### config.mk
export PLATFORM = sky130hd
export DESIGN_NAME = tlas_address_status
export DESIGN_NICKNAME = d
export VERILOG_FILES = /design/src/hw/tlas_pkg.sv /design/src/hw/tlas_address_status.sv
export SDC_FILE = /design/constraint.sdc
export NUM_CORES = 1
export LEC_CHECK = 0
export BUFFER_PORTS_ARGS = -buffer_cell sky130_fd_sc_hd__clkbuf_2
export CORE_AREA = 5 5 42 44
export CTS_CLUSTER_SIZE = 40
export DETAILED_ROUTE_END_ITERATION = 8
export DIE_AREA = 0 0 47 49
export GPL_TIMING_DRIVEN = 0
export SLEW_MARGIN = 20
export SYNTH_ARGS = -nofsm -noshare
export SYNTH_HDL_FRONTEND = slang
export SYNTH_SLANG_ARGS = --single-unit
### constraint.sdc
create_clock -name clock -period 1.8 [get_ports clock]
set_input_delay 0.18 -clock clock [delete_from_list [all_inputs] [get_ports clock]]
set_output_delay 0.18 -clock clock [all_outputs]
set_load 0.01 [all_outputs]
### src/hw/tlas_pkg.sv
/*
  Package for the talker/listener address status block: register offset,
  bit positions, address modes and the decoded bus-event carrier.
  Assumes the surrounding chip decodes bus commands into one-cycle events.
*/
package tlas_pkg;

  localparam logic [3:0] TLAS_STATUS_OFFSET = 4'h9;

  localparam int TLAS_BIT_MINOR    = 0;
  localparam int TLAS_BIT_TALK     = 1;
  localparam int TLAS_BIT_LISTEN   = 2;
  localparam int TLAS_BIT_TPS      = 3;

  localparam logic [7:0] TLAS_STATUS_RESET = 8'h00;

  // address mode field encodings
  localparam logic [1:0] TLAS_MODE_NONE   = 2'h0;
  localparam logic [1:0] TLAS_MODE_DUAL   = 2'h1;
  localparam logic [1:0] TLAS_MODE_EXT    = 2'h2;
  localparam logic [1:0] TLAS_MODE_EXTDUAL = 2'h3;

  typedef struct packed {
    logic my_talk_major;
    logic my_talk_minor;
    logic my_listen_major;
    logic my_listen_minor;
    logic my_secondary;
    logic other_command;
    logic other_talk;
    logic unlisten;
    logic untalk;
    logic serial_poll;
  } tlas_event_type;

  typedef struct packed {
    logic [1:0] addr_mode;
    logic       listen_only;
    logic       talk_only;
  } tlas_mode_type;

endpackage

### src/hw/tlas_address_status.sv
/*
  Address status register of the talker/listener: tracks talker and
  listener addressing, primary-address reception and major/minor identity.
  Assumes bus events are already decoded, one-cycle and synchronous; the
  register is read at offset 9 through a simple read-only port.
*/
`timescale 1ns/10ps

module tlas_address_status (
  input  wire logic                    clock,
  input  wire logic                    rst,
  input  wire logic                    chip_reset,
  input  wire tlas_pkg::tlas_event_type bus_event,
  input  wire tlas_pkg::tlas_mode_type  mode,
  input  wire logic                    reg_read,
  input  wire logic [3:0]              reg_addr,
  output logic [7:0]                   reg_rdata,
  output logic                         reg_rvalid,
  output logic                         talker_state,
  output logic                         listener_state
);

  ////////////////////////////////////////////////////////////////////////
  logic talk_q, talk_d;
  logic listen_q, listen_d;
  logic tps_q, tps_d;
  logic minor_q, minor_d;
  logic [7:0] rdata_q, rdata_d;
  logic rvalid_q, rvalid_d;
  logic ext_mode;
  logic dual_mode;
  logic talk_hit;
  logic listen_hit;

  assign ext_mode  = (mode.addr_mode == tlas_pkg::TLAS_MODE_EXT) ||
                     (mode.addr_mode == tlas_pkg::TLAS_MODE_EXTDUAL);
  assign dual_mode = (mode.addr_mode == tlas_pkg::TLAS_MODE_DUAL) ||
                     (mode.addr_mode == tlas_pkg::TLAS_MODE_EXTDUAL);

  always_comb begin
    talk_hit   = 1'b0;
    listen_hit = 1'b0;
    if (ext_mode) begin
      talk_hit = tps_q && bus_event.my_secondary;
      listen_hit = bus_event.my_listen_major || bus_event.my_listen_minor;
    end else begin
      talk_hit   = bus_event.my_talk_major || bus_event.my_talk_minor;
      listen_hit = bus_event.my_listen_major || bus_event.my_listen_minor;
    end
  end

  ////////////////////////////////////////////////////////////////////////
  always_comb begin
    talk_d   = talk_q;
    listen_d = listen_q;
    tps_d    = tps_q;
    minor_d  = minor_q;
    if (ext_mode && (bus_event.my_talk_major || bus_event.my_talk_minor)) begin
      tps_d = 1'b1;
    end else if (bus_event.other_command || bus_event.my_secondary) begin
      tps_d = 1'b0;
    end
    if (bus_event.other_talk || bus_event.untalk) begin
      talk_d = 1'b0;
    end
    if (bus_event.unlisten) begin
      listen_d = 1'b0;
    end
    if (talk_hit || mode.talk_only) begin
      talk_d = 1'b1;
      listen_d = 1'b0;
    end
    if (bus_event.serial_poll && talk_q) begin
      talk_d = 1'b1;
    end
    // listen addressed sources, applied after the talk sources so listen wins
    if (listen_hit || mode.listen_only) begin
      listen_d = 1'b1;
      talk_d = 1'b0;
    end
    if (bus_event.my_talk_minor || bus_event.my_listen_minor) begin
      minor_d = 1'b1;
    end else if (bus_event.my_talk_major || bus_event.my_listen_major) begin
      minor_d = 1'b0;
    end
    if (!dual_mode) begin
      minor_d = 1'b0;
    end
    if (chip_reset) begin
      talk_d   = 1'b0;
      listen_d = 1'b0;
      tps_d    = 1'b0;
      minor_d  = 1'b0;
    end
  end

  always_ff @(posedge clock or posedge rst) begin
    if (rst) begin
      talk_q   <= 1'b0;
      listen_q <= 1'b0;
      tps_q    <= 1'b0;
      minor_q  <= 1'b0;
    end else begin
      talk_q   <= talk_d;
      listen_q <= listen_d;
      tps_q    <= tps_d;
      minor_q  <= minor_d;
    end
  end

  ////////////////////////////////////////////////////////////////////////
  always_comb begin
    rdata_d  = tlas_pkg::TLAS_STATUS_RESET;
    rvalid_d = 1'b0;
    if (reg_read && (reg_addr == tlas_pkg::TLAS_STATUS_OFFSET)) begin
      rvalid_d = 1'b1;
      rdata_d[tlas_pkg::TLAS_BIT_LISTEN] = listen_q;
      rdata_d[tlas_pkg::TLAS_BIT_TALK]   = talk_q;
      rdata_d[tlas_pkg::TLAS_BIT_TPS]    = tps_q;
      // masked at once when a single-primary mode is chosen
      rdata_d[tlas_pkg::TLAS_BIT_MINOR]  = minor_q && dual_mode;
    end
  end

  always_ff @(posedge clock or posedge rst) begin
    if (rst) begin
      rdata_q  <= tlas_pkg::TLAS_STATUS_RESET;
      rvalid_q <= 1'b0;
    end else begin
      rdata_q  <= rdata_d;
      rvalid_q <= rvalid_d;
    end
  end

  assign reg_rdata      = rdata_q;
  assign reg_rvalid     = rvalid_q;
  assign talker_state   = talk_q;
  assign listener_state = listen_q;

endmodule

==> results.md <==
* Initial DRC count at 2
* TNS Setup at 0 ns
* Area of the multi-input gates at 147.6 sq um
* FF+latch area at 225.2 sq um
* Htree depth at 1
* Worst hold start: reg_addr[1]
* # rows at 14
* CP max FO at 3
* Final #Nets at 96
* GR Overflow Total at 0
* Post-synth top area share at 56.43%
* Final setup viols at 0
* Initial antenna violation count at 0
* CTS tree: built
* Top cells by count, synth: dfrtp_1, buf_4, and2_1, nor2_1, inv_1
* Share of post-route cells with drive strength above 1 at 50.68%
* Vias per inst at 4.258
* Most common cell in the netlist: dfrtp_1
* Hold Vio Cnt, Final at 0
* Cell area after synthesis at 399.1 sq um
* Synth Register Bits at 9
* CP Class: flop to flop
* Pins Over Slew Limit at 0
* Post-layout util at 43.30%
* Critical Path Sink Type: flop
* Die height at 49 microns
* Core box area at 1401 sq um
* Worst-Skew Late Latency at 0.25 ns
* Hpwl dp at 798.6 microns
* First-pass GRT wire length at 1366 microns
* Pre-CTS setup slack at 0.8215 ns
* Post-route DRC at 0
* Final WS setup at 0.8152 ns
* # IOs at 33
* Worst hold slack at 0.1035 ns
* Post-DRT Antenna Nets at 0
* All-Layer GR Usage at 8.369%
* CP arrival at 1.12 ns
* Synth Flop Type: dfrtp_1
* Clk Tree Root Cell: clkbuf_4
* Tcrit/Tclk final at 54.71%
* Skew final at 0.001572 ns
* Final min period at 0.9848 ns
* RD Place Congestion at 0.7349
* Power Density at 690.8 nW/um^2
* HP Class: primary input to flop
* Initial Util at 28.48%
* Clock tree buffer depth at 2
* EDFF count, synth at 0
* Post-synthesis sequential area ratio at 56.43%
* Ys async rst share at 100.0%
* Detailed Route WL at 905 microns
* Area after DPL at 570.5 sq um
* Number of global-route vias before repair at 365
* RSZ-0062 raised after global routing: no
* Largest net degree at the start of global routing at 10
* Syn. warnings at 0
* Synth area leader: dfrtp_1
* Clk pin slew, worst setup/hold paths at 0.06 ns
* Buffers on Ports at 28
* Max-cap violations at 0
* Via Count at 379
* Yosys cell types at 21
* First-pass detailed-route iteration total at 4
* Diodes inserted at 0
* Cell area after layout at 606.8 sq um
* Average size of a mapped cell at 10.79 sq um
* PostCTS Resize Cnt at 0
* Postcts setup bufs at 0
* Worst Setup SP: tps_q
* Area Overhead vs Synth at 52.04%
* Reg2reg start: tps_q
* Worst EP required at 1.94 ns
* Top cells by area, synth: dfrtp_1, buf_4, and2_1
* Peak Freq at 1015 MHz
* Status: completed
* Clk sink count at 9
* Post-synthesis cell count at 37
* Die width at 47 microns
* TritonCTS Buffers at 3
* P_leak at 0.3513 nW
* VDD IR max at 0.1883 mV
* Fillers at 151
* Drt wl/cell at 10.17 microns
* CP Launch Type: flop
* Area of the die at 2303 sq um
[worst max-delay path, cell delays in order (launching register included)]
cell	delay, ns
dfrtp_1	0.39
nand3_1	0.07
o21ai_1	0.08
o311a_1	0.33
[where the power goes]
| group | internal, mW | switching [mW] |
|---|---|---|
| sequential | 0.208 | 0.00284 |
| clock | 0.0850 | 0.0646 |
| combinational | 0.0322 | 0.0268 |
[logic make-up (layout without fill, tap and decap cells)]
group | after synthesis | in the layout | synth area share, %
simple gates | 14 | 14 | 20.06
flops | 9 | 9 | 56.43
compound gates | 7 | 7 | 13.16
buf+inv | 6 | 39 | 9.405
other cells | 1 | 4 | 0.9395
[metrics by stage]
stage	total power [mW]	std cells
5_1_grt	0.4426	89
3_5_place_dp	0.2724	84
4_1_cts	0.4289	89
6_report	0.4192	89
3_3_place_gp	0.2715	84
2_1_floorplan	0.2404	40
[final timing paths]
path | endpoint | slack [ns] | cells past startpoint
setup / recovery | talker_state | 0.82 | 3
hold reg to reg | reg_rdata[0] | 0.51 | 1
min in group asynchronous | minor_q | 0.41 | 3
setup reg to reg | talker_state | 0.82 | 3
max in group asynchronous | tps_q | 1.15 | 3
hold / removal | reg_rvalid | 0.10 | 2
[routing by layer]
metal  part of all wire (%)  vias to the layer above  global-route usage [%]
li1                       -                      193                       -
met4                   0.88                        0                   6.912
met1                     37                      167                   9.438
met3                     12                        2                   2.952
met5                      0                        -                       0
met2                     50                       17                   11.99
[sequential cells by signal (all words and copies together), names as in the netlist]
register / flops
tps_q: 1
talker_state: 1
reg_rvalid: 1
minor_q: 1
listener_state: 1
reg_rdata: 4
[timing repair]
item	CTS	global route
endpoints found under the hold margin	9	0
hold buffers	1	0
endpoints found under the setup margin	0	0
[cell type report]
class / instances / area share [%]
inverters: 2 / 1.237
multi-input cells: 25 / 24.33
repair buffers: 29 / 24.74
plain buffers: 4 / 4.948
clock buffers: 4 / 4.330
well taps: 16 / 3.299
flip-flops and latches: 9 / 37.11
[placed cells by master (no fill, tap or decap), drive strengths merged]
master       count
conb             4
o311a            2
dfrtp            9
inv              2
nor3             1
and3             1
o21ai            2
and2             3
nor3b            1
nand3b           1
nand3            1
buf              4
clkbuf          32
o32ai            1
o21a             1
nand4b           1
nor2             4
a21oi            1
nand2            1
dlygate4sd3      1
(Power assumes the default switching activity.)
